### config.mk
export PLATFORM = sky130hd
export DESIGN_NAME = bmpc_top
export DESIGN_NICKNAME = d
export VERILOG_FILES = /design/src/rtl/bmpc_top.v
export VERILOG_INCLUDE_DIRS = /design/src /design/src/inc
export SDC_FILE = /design/constraint.sdc
export NUM_CORES = 1
export LEC_CHECK = 0
export ABC_CLOCK_PERIOD_IN_PS = 1750
export BUFFER_PORTS_ARGS = -buffer_cell sky130_fd_sc_hd__buf_2
export CAP_MARGIN = 10
export CORE_UTILIZATION = 49
export CTS_CLUSTER_DIAMETER = 150
export DETAILED_ROUTE_END_ITERATION = 8
export PLACE_DENSITY = 0.79
export SETUP_SLACK_MARGIN = 0.1
export SLEW_MARGIN = 0
export SYNTH_ARGS = -nofsm -noshare
export SYNTH_HDL_FRONTEND = slang
export SYNTH_SLANG_ARGS = --single-unit
### constraint.sdc
create_clock -name i_clk -period 1.75 [get_ports i_clk]
set_input_delay 0.0875 -clock i_clk [delete_from_list [all_inputs] [get_ports i_clk]]
set_output_delay 0.0875 -clock i_clk [all_outputs]
set_load 0.1 [all_outputs]
### src/inc/bmpc_map.vh
// Register map, field positions, reset values and mode codes of the
// boost mode and phase configuration block.
// Assumes it is included by its bare name from the design files.
`ifndef BMPC_MAP_VH
`define BMPC_MAP_VH

// Register addresses on the internal register port
`define BMPC_ADDR_CTRL 8'h00
`define BMPC_ADDR_ASSIGN 8'h02
`define BMPC_ADDR_LOOP1 8'h0B
`define BMPC_ADDR_LOOP2 8'h0C
`define BMPC_ADDR_STATUS 8'h20

// Control register fields
`define BMPC_CTRL_RAIL1 0
`define BMPC_CTRL_RAIL2 1
`define BMPC_CTRL_SETUP 2
`define BMPC_CTRL_GATE 3

// Status register fields
`define BMPC_ST_MODE_LO 0
`define BMPC_ST_MODE_HI 2
`define BMPC_ST_GATE_GOOD 3
`define BMPC_ST_GATE_ON 4
`define BMPC_ST_VBAT_LOW 5
`define BMPC_ST_EVER_ON 6

// Widths and reset values
`define BMPC_PHASES 4
`define BMPC_CTRL_RST 4'h0
`define BMPC_PHASE_RST 4'h0
`define BMPC_DATA_ZERO 8'h00
`define BMPC_HIGH_ZERO 4'h0

// Operating mode codes
`define BMPC_MODE_OFF 3'h0
`define BMPC_MODE_CONFIG 3'h1
`define BMPC_MODE_OPER 3'h2
`define BMPC_MODE_FAIL 3'h3
`define BMPC_MODE_CALIB 3'h4

`endif

### src/rtl/bmpc_top.v
// Operating mode controller and phase configuration register bank.
// Assumes a serial frame decoder outside presents decoded register
// accesses as one-cycle strobes synchronous to i_clk, and that the
// analog monitors present clean levels synchronous to i_clk.

`include "bmpc_map.vh"

module bmpc_top (
  // Clock and reset
  input wire i_clk,
  input wire i_rst,
  // Supply and enable detection
  input wire i_supply_above_pon,
  input wire i_chip_enable,
  // Analog monitors
  input wire i_gate_supply_good,
  input wire i_over_temp,
  input wire i_gate_drv_err,
  input wire i_supply_uv,
  input wire i_supply_ov,
  input wire i_vbat_low,
  input wire i_calib_done,
  // Register access port
  input wire i_wr_stb,
  input wire i_rd_stb,
  input wire [7:0] i_addr,
  input wire [7:0] i_wdata,
  output reg [7:0] o_rdata,
  output wire o_wr_locked,
  // Mode and power control
  output wire [2:0] o_mode,
  output wire o_spi_enable,
  output wire o_gate_supply_on,
  output wire o_rail1_on,
  output wire o_rail2_on,
  output wire o_vbat_monitor_en,
  // Phase generation
  output wire [3:0] o_loop1_phase_gen,
  output wire [3:0] o_loop2_phase_gen,
  output wire [3:0] o_phase_rail_sel,
  output wire [3:0] o_phase_active
);

  // ****************************************************
  // Decode helpers
  // ****************************************************

  // True for registers that configuration locking covers
  function is_cfg_addr;
    input [7:0] addr;
    begin
      is_cfg_addr = (addr == `BMPC_ADDR_ASSIGN) ||
                    (addr == `BMPC_ADDR_LOOP1) ||
                    (addr == `BMPC_ADDR_LOOP2);
    end
  endfunction

  // ****************************************************
  // State
  // ****************************************************

  reg [2:0] mode;
  reg [2:0] next_mode;
  reg [3:0] ctrl;
  reg [3:0] phase_assign;
  reg [3:0] loop1_en;
  reg [3:0] loop2_en;
  reg ever_enabled;

  wire powered;
  wire fault;
  wire cfg_writable;
  wire ctrl_writable;
  wire wr_cfg;
  wire wr_ctrl;
  wire setup_bit;
  wire rail_request;
  reg gate_on;
  wire rails_allowed;

  // Both conditions must hold for the device to leave off mode
  assign powered = i_supply_above_pon & i_chip_enable;

  assign setup_bit = ctrl[`BMPC_CTRL_SETUP];
  assign rail_request = ctrl[`BMPC_CTRL_RAIL1] | ctrl[`BMPC_CTRL_RAIL2];

  // Any of these faults drops an operating converter to silence
  // thermal, driver, supply undervoltage or overvoltage fault
  assign fault = i_over_temp | i_gate_drv_err | i_supply_uv | i_supply_ov;

  // ****************************************************
  // Access gating per mode
  // ****************************************************

  // cleared bit reopens writes
  // Fail-silent keeps config read-only until setup bit is cleared
  assign cfg_writable = (mode == `BMPC_MODE_CONFIG) ||
                        (mode == `BMPC_MODE_CALIB) ||
                        ((mode == `BMPC_MODE_FAIL) && !setup_bit);

  assign ctrl_writable = (mode != `BMPC_MODE_OFF);

  assign wr_cfg = i_wr_stb & is_cfg_addr(i_addr) & cfg_writable;
  assign wr_ctrl = i_wr_stb & (i_addr == `BMPC_ADDR_CTRL) & ctrl_writable;

  // Pulse tells the frame decoder a config write was refused
  assign o_wr_locked = i_wr_stb & is_cfg_addr(i_addr) &
                       ctrl_writable & !cfg_writable;

  // ****************************************************
  // Mode sequencer
  // ****************************************************

  // Next mode; loss of power outranks every other transition
  always @*
  begin
    next_mode = mode;
    case (mode)
      `BMPC_MODE_OFF:
        if (powered)
          next_mode = `BMPC_MODE_CONFIG;
      `BMPC_MODE_CONFIG:
        if (setup_bit)
          next_mode = `BMPC_MODE_OPER;
      `BMPC_MODE_OPER:
      begin
        if (fault)
          next_mode = `BMPC_MODE_FAIL;
        else if (!setup_bit && gate_on && !rail_request)
          next_mode = `BMPC_MODE_CALIB;
        else if (!setup_bit)
          next_mode = `BMPC_MODE_CONFIG;
      end
      `BMPC_MODE_FAIL:
        // only a loss of supply or of enable leaves here
        next_mode = `BMPC_MODE_FAIL;
      `BMPC_MODE_CALIB:
      begin
        if (setup_bit)
          next_mode = `BMPC_MODE_OPER;
        else if (i_calib_done)
          next_mode = `BMPC_MODE_CONFIG;
      end
      default:
        next_mode = `BMPC_MODE_OFF;
    endcase
    if (!powered)
      next_mode = `BMPC_MODE_OFF;
  end

  // Mode register
  always @(posedge i_clk or posedge i_rst)
  begin
    if (i_rst)
      mode <= `BMPC_MODE_OFF;
    else
      mode <= next_mode;
  end

  // ****************************************************
  // Register bank
  // ****************************************************

  // Control and configuration storage; only the low nibble is kept,
  // so reserved bits cost no flops and always read back as zero
  always @(posedge i_clk or posedge i_rst)
  begin
    if (i_rst)
    begin
      ctrl <= `BMPC_CTRL_RST;
      phase_assign <= `BMPC_PHASE_RST;
      loop1_en <= `BMPC_PHASE_RST;
      loop2_en <= `BMPC_PHASE_RST;
    end
    else if (mode == `BMPC_MODE_OFF)
    begin
      ctrl <= `BMPC_CTRL_RST;
      phase_assign <= `BMPC_PHASE_RST;
      loop1_en <= `BMPC_PHASE_RST;
      loop2_en <= `BMPC_PHASE_RST;
    end
    else
    begin
      if (wr_ctrl)
        ctrl <= i_wdata[3:0];
      if (wr_cfg && (i_addr == `BMPC_ADDR_ASSIGN))
        phase_assign <= i_wdata[3:0];
      if (wr_cfg && (i_addr == `BMPC_ADDR_LOOP1))
        loop1_en <= i_wdata[3:0];
      if (wr_cfg && (i_addr == `BMPC_ADDR_LOOP2))
        loop2_en <= i_wdata[3:0];
    end
  end

  // Remembers that a rail was requested in operation since power-up
  always @(posedge i_clk or posedge i_rst)
  begin
    if (i_rst)
      ever_enabled <= 1'b0;
    else if (mode == `BMPC_MODE_OFF)
      ever_enabled <= 1'b0;
    else if ((mode == `BMPC_MODE_OPER) && rail_request)
      ever_enabled <= 1'b1;
  end

  // ****************************************************
  // Gate supply and rails
  // ****************************************************

  // Gate supply request per mode
  always @*
  begin
    case (mode)
      `BMPC_MODE_CONFIG:
        gate_on = ever_enabled & ctrl[`BMPC_CTRL_GATE];
      `BMPC_MODE_OPER:
      begin
        gate_on = rail_request | ctrl[`BMPC_CTRL_GATE];
      end
      `BMPC_MODE_CALIB:
        gate_on = ctrl[`BMPC_CTRL_GATE];
      default:
      begin
        gate_on = 1'b0;
      end
    endcase
  end

  // wait for gate good
  // Rails are never driven outside operation, which also keeps
  // calibration and configuration from boosting by accident
  assign rails_allowed = (mode == `BMPC_MODE_OPER) & i_gate_supply_good;

  assign o_gate_supply_on = gate_on;
  assign o_rail1_on = rails_allowed & ctrl[`BMPC_CTRL_RAIL1];
  assign o_rail2_on = rails_allowed & ctrl[`BMPC_CTRL_RAIL2];

  assign o_vbat_monitor_en = o_rail1_on | o_rail2_on;

  assign o_spi_enable = (mode != `BMPC_MODE_OFF);
  assign o_mode = mode;

  // ****************************************************
  // Phase generation
  // ****************************************************

  // each rail makes only its enabled phases
  assign o_loop1_phase_gen = loop1_en & {`BMPC_PHASES{o_rail1_on}};
  assign o_loop2_phase_gen = loop2_en & {`BMPC_PHASES{o_rail2_on}};
  assign o_phase_rail_sel = phase_assign;

  // A physical phase switches when the rail it belongs to is on
  genvar gi;
  generate
    for (gi = 0; gi < `BMPC_PHASES; gi = gi + 1)
    begin : g_phase
      assign o_phase_active[gi] = phase_assign[gi] ? o_rail2_on : o_rail1_on;
    end
  endgenerate

  // ****************************************************
  // Read path
  // ****************************************************

  // Read data is registered; unmapped addresses read zero, reads in off mode leave it unchanged
  always @(posedge i_clk or posedge i_rst)
  begin
    if (i_rst)
      o_rdata <= `BMPC_DATA_ZERO;
    else if (i_rd_stb && (mode != `BMPC_MODE_OFF))
    begin
      case (i_addr)
        `BMPC_ADDR_CTRL:
          o_rdata <= {`BMPC_HIGH_ZERO, ctrl};
        `BMPC_ADDR_ASSIGN:
          o_rdata <= {`BMPC_HIGH_ZERO, phase_assign};
        `BMPC_ADDR_LOOP1:
          o_rdata <= {`BMPC_HIGH_ZERO, loop1_en};
        `BMPC_ADDR_LOOP2:
          o_rdata <= {`BMPC_HIGH_ZERO, loop2_en};
        `BMPC_ADDR_STATUS:
        begin
          o_rdata <= `BMPC_DATA_ZERO;
          o_rdata[`BMPC_ST_MODE_HI:`BMPC_ST_MODE_LO] <= mode;
          o_rdata[`BMPC_ST_GATE_GOOD] <= i_gate_supply_good;
          o_rdata[`BMPC_ST_GATE_ON] <= gate_on;
          o_rdata[`BMPC_ST_VBAT_LOW] <= i_vbat_low & o_vbat_monitor_en;
          o_rdata[`BMPC_ST_EVER_ON] <= ever_enabled;
        end
        default:
          o_rdata <= `BMPC_DATA_ZERO;
      endcase
    end
  end

endmodule

== After elaboration in Yosys (flattened, before gate mapping) ==
Index checks and enable logic that the tools add are counted.

* Flip-flop bits (word level): 28
* Input bits: 29
* Logic and storage cells: 86

* Equality and inequality tests: 11
* Mux-type cells: 24
* Bitwise logic cells: 20
* Reduce and logical (&&, ||, !) cells: 24

{| class="wikitable"
|+ Operators by type and width
! kind !! count
|-
| $pmux 7 s5 || 1
|-
| $mux 4 || 8
|-
| $mux 3 || 7
|-
| $eq 8x4->1 const B || 2
|-
| $pmux 3 s5 || 1
|-
| $and 1x1->1 || 12
|-
| $reduce_bool 2->1 || 5
|-
| $and 4x4->4 || 2
|-
| $eq 8x2->1 const B || 1
|-
| $eq 8x6->1 const B || 1
|-
| $logic_and 1x1->1 || 8
|-
| $logic_not 8->1 || 1
|-
| $eq 3x2->1 const B || 2
|-
| $mux 1 || 6
|-
| $or 1x1->1 || 6
|-
| $ne 5x5->1 const B || 1
|-
| $logic_or 1x1->1 || 4
|-
| $ne 4x4->1 const B || 1
|-
| $eq 3x1->1 const B || 1
|-
| $eq 3x3->1 const B || 1
|-
| $logic_not 1->1 || 3
|-
| $logic_not 3->1 || 1
|-
| $ne 3x3->1 const B || 1
|-
| $pmux 1 s3 || 1
|-
| other kinds (2) || 2
|}

== Longest topological paths before layout ==
Gate-level depths: netlist of the first run.

* Word-level depth: 9
* Mapped depth: 7
* Mapped depth without buffers: 5

== Worst setup path before layout of the first run ==
No wires, ideal clock.

* Path kind: register to register
* Start point: reg mode[0] (netlist: o_mode[0])
* End point: reg mode[2] (netlist: o_mode[2])
* Library setup time: 0.076 ns
* Arrival: 4.276 ns
* Required time: 1.674 ns
* Setup slack: -2.602 ns
* Stages on the path, launching flop included: 6
* Buffers on the path: 1
* Clock period less this slack: 4.352 ns
* Cell sequence: dfrtp_1 buf_2 nor2b_1 a21oi_1 o311ai_1 a41o_1

* Word-level cells in the longest chain between the ends: 8
* Elaborated cells on any way between the ends: 16
* Classes of those cells: eq/ne (7); mux (5); reduce/logical (4)

{| class="wikitable"
|+ RTL lines
! what !! line !! RTL
|-
| from (decl) || bmpc_top.v:62 || <nowiki>reg [2:0] mode;</nowiki>
|-
| from (signal assigned) || bmpc_top.v:155 || <nowiki>mode <= `BMPC_MODE_OFF;</nowiki>
|-
| from (signal assigned) || bmpc_top.v:157 || <nowiki>mode <= next_mode;</nowiki>
|-
| $eq 3x3->1, or another cell as far along || bmpc_top.v:213 || <nowiki>case (mode)</nowiki>
|-
| $pmux 1 s3 * || bmpc_top.v:213 ||
|-
| named net o_gate_supply_on || bmpc_top.v:33 || <nowiki>output wire o_gate_supply_on,</nowiki>
|-
| $logic_and 1x1->1 * (2 in series) || bmpc_top.v:129 || <nowiki>else if (!setup_bit && gate_on && !rail_request)</nowiki>
|-
| $mux 3 || bmpc_top.v:129 ||
|-
| $mux 3 || bmpc_top.v:127 || <nowiki>if (fault)</nowiki>
|-
| $pmux 3 s5 || bmpc_top.v:118 || <nowiki>case (mode)</nowiki>
|-
| $mux 3 || bmpc_top.v:147 || <nowiki>if (!powered)</nowiki>
|}

The timed path passes the listed nets; every way through them passes the cells marked *.
A chain may end at the register's enable or synchronous reset.

== Worst setup path after layout of the first run ==
* Start point: reg mode[0] (netlist: o_mode[0])
* End point: out o_gate_supply_on

* Word-level cells in the longest chain between the ends: 2
* Elaborated cells on any way between the ends: 4
* Classes of those cells: eq/ne (3); mux (1)

{| class="wikitable"
|+ RTL lines
! what !! line
|-
| $eq 3x3->1, or another cell as far along || bmpc_top.v:213
|-
| $pmux 1 s3 * || bmpc_top.v:213
|-
| to (decl) || bmpc_top.v:33
|}

Every way passes the cells marked *; elsewhere a longest branch is shown, timed or not.

==> metrics.yaml, run 1 <==
run_status:
  status: "finished with violations"
  violations: "setup timing"
power:
  p_switching_w: 0.0005210
  internal_power_w: 0.0008560
  power_w: 0.001377
  switching_share_pct: 37.84
  max-vdd-ir-drop_uv: 348.6
  power.share.clock_pct: 21.2
  cellPowerDensity_nw_per_um2: 488.5
  pwr-share-comb_pct: 31.4
  power_leakage_nw: 1.365
  pwr-share-seq_pct: 47.4
synthesis:
  synth_top_area_share_pct: 39.56
  synth_fp_nets: 218
  synth_seq_cells: 27
  ys_top_cells_by_area: "dfrtp_1, mux2i_1, nand2_1"
  synth_area_leader_cell: "dfrtp_1"
  ys.warnings.count: 0
  async_reset_ff_share_pct: 100.0
  syn_area_sq_um: 1708
  yosysUniqueCellTypes: 49
  synth_seq_area_share_pct: 39.56
  syn_inst: 189
  synth_edf_count: 0
  ys_top_cells_by_count: "nand2_1, dfrtp_1, mux2i_1"
  yosysMostFrequentCell: "nand2_1"
  synth-main-ff-cell: "dfrtp_1"
  syn_area_per_cell_sq_um: 9.036
min_path:
  whs_path_depth: 3
  hp-class: "input port to flop"
worst_setup_path:
  worstSetupEndpointType: "primary output"
  critical_path_arrival_ns: 1.88
  r2r_start: "o_mode[0]$_DFFE_PP0P_"
  cp-start-kind: "flop"
  criticalPathCategory: "flop to primary output"
  crit_slowest_cell: "dfrtp_4"
  rr_endpoint: "loop2_en[3]$_DFFE_PP0P_"
  worstPathCellList: "nor3b_4, o21ai_0, o311ai_4, buf_12"
  reg2reg_depth: 6
  cp-startpoint: "o_mode[0]$_DFFE_PP0P_"
  r2r_slack_ns: 0.01
  critPathMaxFanout: 5
  crit_end: "o_gate_supply_on"
  max_stage_delay_ns: 0.53
  worstPathRequired_ns: 1.66
place:
  io_buffers: 56
  dp_cells: 289
  place_hpwl_mm: 3.751
  place.gp.congestion: 0.8627
timing:
  period_needed_ns: 1.972
  worst_pin_slew_ns: 0.5731
  hold_viol: 0
  max_freq_mhz: 507.1
  period_share_pct: 112.7
  hold_slack_ns: 0.02272
  setup_viol: 16
  rsz0062_at_grt: "true"
  finClkSkew_ns: 0.008712
  final_max_slew_viol_count: 0
  maxSlewHeadroom_pct: 61.75
  setup_slack_ns: -0.2219
floorplanning:
  die_y_um: 61.04
  die_area_sq_um: 3726
  io-pin-count: 62
  die_w_um: 61.04
  start_util_pct: 51.18
  rows: 21
  design.core.area_sq_um: 3337
finish:
  multi_input_area_sq_um: 1210
  final_nets: 296
  antenna_cells: 0
  area_delta_synth_final_pct: 65.05
  seq_area_sq_um: 686.9
  nFillCells: 194
  final_cells: 312
  layout-drive-gt1-share_pct: 53.38
detailed_routing:
  drc_errors: 0
  postRouteAntennaNets: 0
  first_pass_iters: 5
  via_per_inst: 6.032
  drt-initial-drc-count: 123
  drt-total-wl_mm: 5.626
  post_drt_wl_per_cell_um: 18.03
  num_vias: 1882
cts:
  cts_tree: "yes"
  cts_sinks: 27
  htreeDepth: 1
  clkLatencyLatePin_ns: 0.34
  cts_buffers: 3
  clock_tree.buffer_depth: 2
  clk_pin_slew_ns: 0.15
  cts-root-buf: "clkbuf_4"
run:
  drv_cap: 0
grt:
  grt_max_degree: 18
  track_usage_pct: 28.72
  grt_pass1_wl_mm: 7.686
  antenna_found_initial: 0
  grt_pass1_vias: 1625
  globalRoute.totalOverflow: 0
==> metal layers <==
metal | routed length, um | vias to the layer above | global-route usage, %
met3 | 429 | 21 | 2.731
met2 | 2951 | 127 | 52.64
met1 | 2101 | 888 | 35.22
met5 | 0 | - | 0
li1 | - | 846 | -
met4 | 143 | 0 | 9.740
==> power groups by stage <==
| stage | sequential (W) | combinational, W | clock, W |
|---|---|---|---|
| floorplan | 0.000773 | 0.000161 | 0 |
| global placement | 0.000665 | 0.000356 | 0 |
| detailed placement | 0.000667 | 0.000359 | 0 |
| CTS | 0.000654 | 0.000385 | 0.000298 |
| global route | 0.000654 | 0.000453 | 0.000320 |
| finish | 0.000653 | 0.000432 | 0.000292 |
==> final cells by class <==
class	instances	share of cell area, %
multi-input cells	144	42.92
repair buffers	85	28.58
flip-flops and latches	27	24.37
well taps	46	2.042
inverters	6	1.021
clock buffers	3	0.7989
clock inverters	1	0.2663
==> worst min-delay path by stage <==
stage,from,end,slack [ns]
2_1_floorplan,i_rst,ctrl[0]$_DFFE_PP0P_,0.14
3_3_place_gp,i_rst,o_mode[1]$_DFFE_PP0P_,0.17
3_5_place_dp,i_rst,o_mode[1]$_DFFE_PP0P_,0.17
4_1_cts,i_wdata[1],ctrl[1]$_DFFE_PP0P_,0.003
5_1_grt,i_wdata[1],ctrl[1]$_DFFE_PP0P_,0.02
6_report,i_wdata[1],ctrl[1]$_DFFE_PP0P_,0.02
==> per-stage QoR <==
step | worst slack (ns) | instance area (sq um) | utilization [%] | setup TNS, ns
floorplan | -0.5378 | 1937 | - | -7.204
global placement | 0.1102 | 2507 | 75.14 | 0
detailed placement | 0.07396 | 2507 | 75.14 | 0
CTS | -0.2071 | 2695 | 80.76 | -2.771
global route | -0.3146 | 2819 | 84.48 | -4.401
finish | -0.2219 | 2819 | 84.48 | -2.771
==> state kept, by name, indices dropped and copies added (netlist names) <==
register and flops:
o_rdata 7, ctrl 4, loop1_en 4, loop2_en 4
o_phase_rail_sel 4, o_mode 3, ever_enabled 1
==> worst max-delay path: cells and delay by family (launching register included) <==
family / cells / cell delay [ns]
flip-flops: 1 / 0.53
AO/OA/AOI/OAI: 2 / 0.46
AND/OR/NAND/NOR: 1 / 0.33
buffers and inverters: 1 / 0.23
==> logic make-up after synthesis <==
kind of cell | Yosys count | share of synthesized area, %
AO/OA/AOI/OAI | 37 | 16.70
XOR/XNOR | 1 | 0.5129
buffers and inverters | 19 | 4.908
other | 1 | 0.2196
flip-flops | 27 | 39.56
AND/OR/NAND/NOR | 84 | 26.08
multiplexers | 20 | 12.01
==> cell usage in the layout (no fill, tap or decap), types with 3 or more instances in the layout <==
| master | synthesis | layout |
|---|---|---|
| buf_2 | 7 | 37 |
| dfrtp_1 | 27 | 24 |
| nand2_1 | 30 | 22 |
| buf_4 | 1 | 21 |
| buf_12 | 0 | 19 |
| mux2i_1 | 16 | 15 |
| nor2_1 | 12 | 11 |
| and2_4 | 0 | 9 |
| a32o_1 | 7 | 7 |
| nand2_2 | 1 | 5 |
| nand3_1 | 6 | 5 |
| o21ai_4 | 0 | 5 |
| nand2_4 | 0 | 4 |
| mux2_2 | 4 | 4 |
| clkbuf_4 | 0 | 4 |
| buf_6 | 0 | 4 |
| or3_4 | 0 | 3 |
| nor3_1 | 4 | 3 |
| inv_1 | 5 | 3 |
| a21oi_1 | 4 | 3 |
| dlygate4sd3_1 | 0 | 3 |
| dfrtp_4 | 0 | 3 |
==> what timing repair did <==
item / CTS / global route
gates cloned: 1 / 0
pin swaps: 12 / 11
setup buffers: 7 / 8
endpoints found under the setup margin: 19 / 26
hold buffers: 3 / 0
gates resized for setup: 15 / 18
hold endpoints to repair: 15 / 0
No activity file was read; power rests on OpenSTA's default activity.
==> inputs of run 2 (changes only) <==
--- a/config.mk
+++ b/config.mk
@@ -12,6 +12,7 @@
 export CORE_UTILIZATION = 49
 export CTS_CLUSTER_DIAMETER = 150
 export DETAILED_ROUTE_END_ITERATION = 8
+export MAX_ROUTING_LAYER = met4
 export PLACE_DENSITY = 0.79
 export SETUP_SLACK_MARGIN = 0.1
 export SLEW_MARGIN = 0
==> constraint.sdc (replaced) <==
create_clock -name i_clk -period 1.75 [get_ports i_clk]
set_input_delay 0.175 -clock i_clk [delete_from_list [all_inputs] [get_ports i_clk]]
set_output_delay 0.175 -clock i_clk [all_outputs]
set_load 0.1 [all_outputs]
==> run 2 against run 1 <==
  * The flow still finishes with violations (setup timing)
  * Design area is 1.6% higher
  * Setup slack worse by 0.063 ns
  * Combinational power up 18%
  * Non-clock buffer count up 1
  * First-iteration DRC count up 14%
  * Fmax down 3.1%
  * Hold slack improved by 0.065 ns
  * Clock skew increased by 0.0069 ns
  * Critical endpoint is now o_phase_active[1]
==> metrics.yaml, run 2 (synthesis results as in run 1) <==
finish:
  final_cell_mix: "buf_2, nand2_1, dfrtp_1"  # was buf_2, dfrtp_1, nand2_1
  antenna_cells: 0  # unchanged
  regMostFlops: "o_rdata"  # unchanged
  largest_reg_flops: 7  # unchanged
  utilization_pct: 85.86  # was 84.48%
  finish.instance_area_sq_um: 2865  # was 2819 sq um
  final_nets: 296  # unchanged
  layout-drive-gt1-share_pct: 53.76  # was 53.38%
  area_delta_synth_final_pct: 67.77  # was 65.05%
  final_common_cell: "buf_2"  # unchanged
  nFillCells: 171  # was 194
detailed_routing:
  drc_errors: 0  # unchanged
  first_pass_iters: 5  # unchanged
  num_vias: 1927  # was 1882
  drt-initial-drc-count: 140  # was 123
  postRouteAntennaNets: 0  # unchanged
  drt-total-wl_mm: 6.351  # was 5.626 mm
  via_per_inst: 6.176  # was 6.032
  post_drt_wl_per_cell_um: 20.36  # was 18.03 um
worst_setup_path:
  max_stage_delay_ns: 0.54  # was 0.53 ns
  crit_top_cell: "buf_12"
  worstSetupEndpointType: "primary output"  # unchanged
  criticalPathCategory: "flop to primary output"  # unchanged
  reg2reg_depth: 7  # was 6
  crit_slowest_cell: "dfrtp_4"  # unchanged
  worstPathRequired_ns: 1.57  # was 1.66 ns
  critical_path_arrival_ns: 1.86  # was 1.88 ns
  worstPathCellList: "nor3b_4, buf_6, nand3_4, buf_12, o21ai_4, buf_12"  # was nor3b_4, o21ai_0, o311ai_4, buf_12
  cp-start-kind: "flop"  # unchanged
  critPathMaxFanout: 4  # was 5
cts:
  cts-root-buf: "clkbuf_4"  # unchanged
  cts_sinks: 27  # unchanged
  htreeDepth: 1  # unchanged
  clk_pin_slew_ns: 0.17  # was 0.15 ns
  clkLatencyLatePin_ns: 0.35  # was 0.34 ns
  cts_tree: "yes"  # unchanged
  clock_tree.buffer_depth: 2  # unchanged
  cts_buffers: 3  # unchanged
grt:
  antenna_found_initial: 0  # unchanged
  grt_max_degree: 28  # was 18
  track_usage_pct: 32.17  # was 28.72%
  grt_pass1_wl_mm: 8.493  # was 7.686 mm
  grt_pass1_vias: 1772  # was 1625
  globalRoute.totalOverflow: 0  # unchanged
run:
  drv_cap: 0  # unchanged
place:
  placed_area_sq_um: 2484  # was 2507 sq um
  place_hpwl_mm: 3.562  # was 3.751 mm
  place.gp.congestion: 0.9337  # was 0.8627
  io_buffers: 56  # unchanged
timing:
  worst_pin_slew_ns: 0.4906  # was 0.5731 ns
  setup_viol: 37  # was 16
  final_max_slew_viol_count: 0  # unchanged
  max_freq_mhz: 491.5  # was 507.1 MHz
  hold_viol: 0  # unchanged
  maxSlewHeadroom_pct: 67.02  # was 61.75%
  fin_setup_tns_ns: -5.282  # was -2.771 ns
  setup_slack_ns: -0.2845  # was -0.2219 ns
  period_share_pct: 116.3  # was 112.7%
  finClkSkew_ns: 0.01560  # was 0.008712 ns
  period_needed_ns: 2.035  # was 1.972 ns
  rsz0062_at_grt: "true"  # unchanged
run_status:
  status: "finished with violations"  # unchanged
  violations: "setup timing"  # unchanged
power:
  cellPowerDensity_nw_per_um2: 511.8  # was 488.5 nW/um^2
  max-vdd-ir-drop_uv: 464.0  # was 348.6 uV
  power_leakage_nw: 1.365  # about the same
floorplanning:
  die_area_sq_um: 3726  # unchanged
  die_y_um: 61.04  # unchanged
  io-pin-count: 62  # unchanged
  rows: 21  # unchanged
  design.core.area_sq_um: 3337  # unchanged
  start_util_pct: 51.18  # unchanged
  die_w_um: 61.04  # unchanged
min_path:
  whs_path_depth: 2  # was 3
  hp-class: "input port to flop"  # unchanged
[run 2: cell types whose count changed in the layout (fill, tap and decap cells not counted), sizes merged]
cell / before / now
clkinvlp: 2 / 1
buf: 81 / 84
clkbuf: 4 / 5
and3: 2 / 1
dlygate4sd3: 3 / 1
[run 2: cell type report]
class	instances	area, sq um	area share (%)
timing repair buffer	86	854.6	29.83
sequential	27	686.9	23.97
tap	46	57.56	2.009
inverter	6	26.28	0.9170
multi-input combinational	143	1214	42.36
clock buffer	4	26.28	0.9170
[run 2: final timing paths]
kind                            slack (ns)                      end                    from
max in group asynchronous             1.04    o_mode[0]$_DFFE_PP0P_                   i_rst
worst min-delay path                  0.09   o_rdata[5]$_DFFE_PP0P_              i_vbat_low
worst max register to register       -0.14  loop2_en[0]$_DFFE_PP0P_   o_mode[2]$_DFFE_PP0P_
worst min register to register        0.53   o_rdata[0]$_DFFE_PP0P_  o_rdata[0]$_DFFE_PP0P_
min in group asynchronous             0.41      ctrl[1]$_DFFE_PP0P_                   i_rst
worst max-delay path                 -0.28        o_phase_active[1]   o_mode[0]$_DFFE_PP0P_
[run 2: metrics by stage]
step | setup slack [ns] | instances | power, W | hold slack (ns)
after floorplan | -0.5670 | 189 | 0.0009322 | 0.2278
after global placement | -0.001936 | 291 | 0.001027 | 0.2498
after detailed placement | -0.06550 | 291 | 0.001031 | 0.2511
after CTS | -0.2385 | 308 | 0.001364 | 0.08776
after global routing | -0.3320 | 312 | 0.001495 | 0.09036
final | -0.2845 | 312 | 0.001466 | 0.08725
[run 2: layer usage]
metal | global-route usage (%) | wire (um) | up-vias | share of wire, %
met4 | 11.04 | 192 | 0 | 3.0
met1 | 41.07 | 2463 | 940 | 39
met5 | - | 0 | - | 0
met2 | 52.95 | 3247 | 127 | 51
li1 | - | - | 840 | -
met3 | 3.782 | 448 | 20 | 7.1
[run 2: repair_timing]
item | 4_1_cts | 5_1_grt
setup buffers | 12 | 3
endpoints found under the setup margin | 31 | 39
pin swaps | 6 | 6
hold buffers | 1 | 0
gates resized for setup | 28 | 21
cloned | 0 | 1
endpoints found under the hold margin | 27 | 0
[run 2: power by group]
part	internal [W]	switching, W	leakage (nW)
combinational	0.000174	0.000336	0.984
sequential	0.000641	0.0000169	0.367
clock	0.0000897	0.000209	0.0150
[run 2: worst max-delay path: cells and delay by family, from the launching register on]
kind / cells / cell delay (ns)
buf+inv: 3 / 0.51
flops: 1 / 0.54
simple gates: 2 / 0.32
compound gates: 1 / 0.14
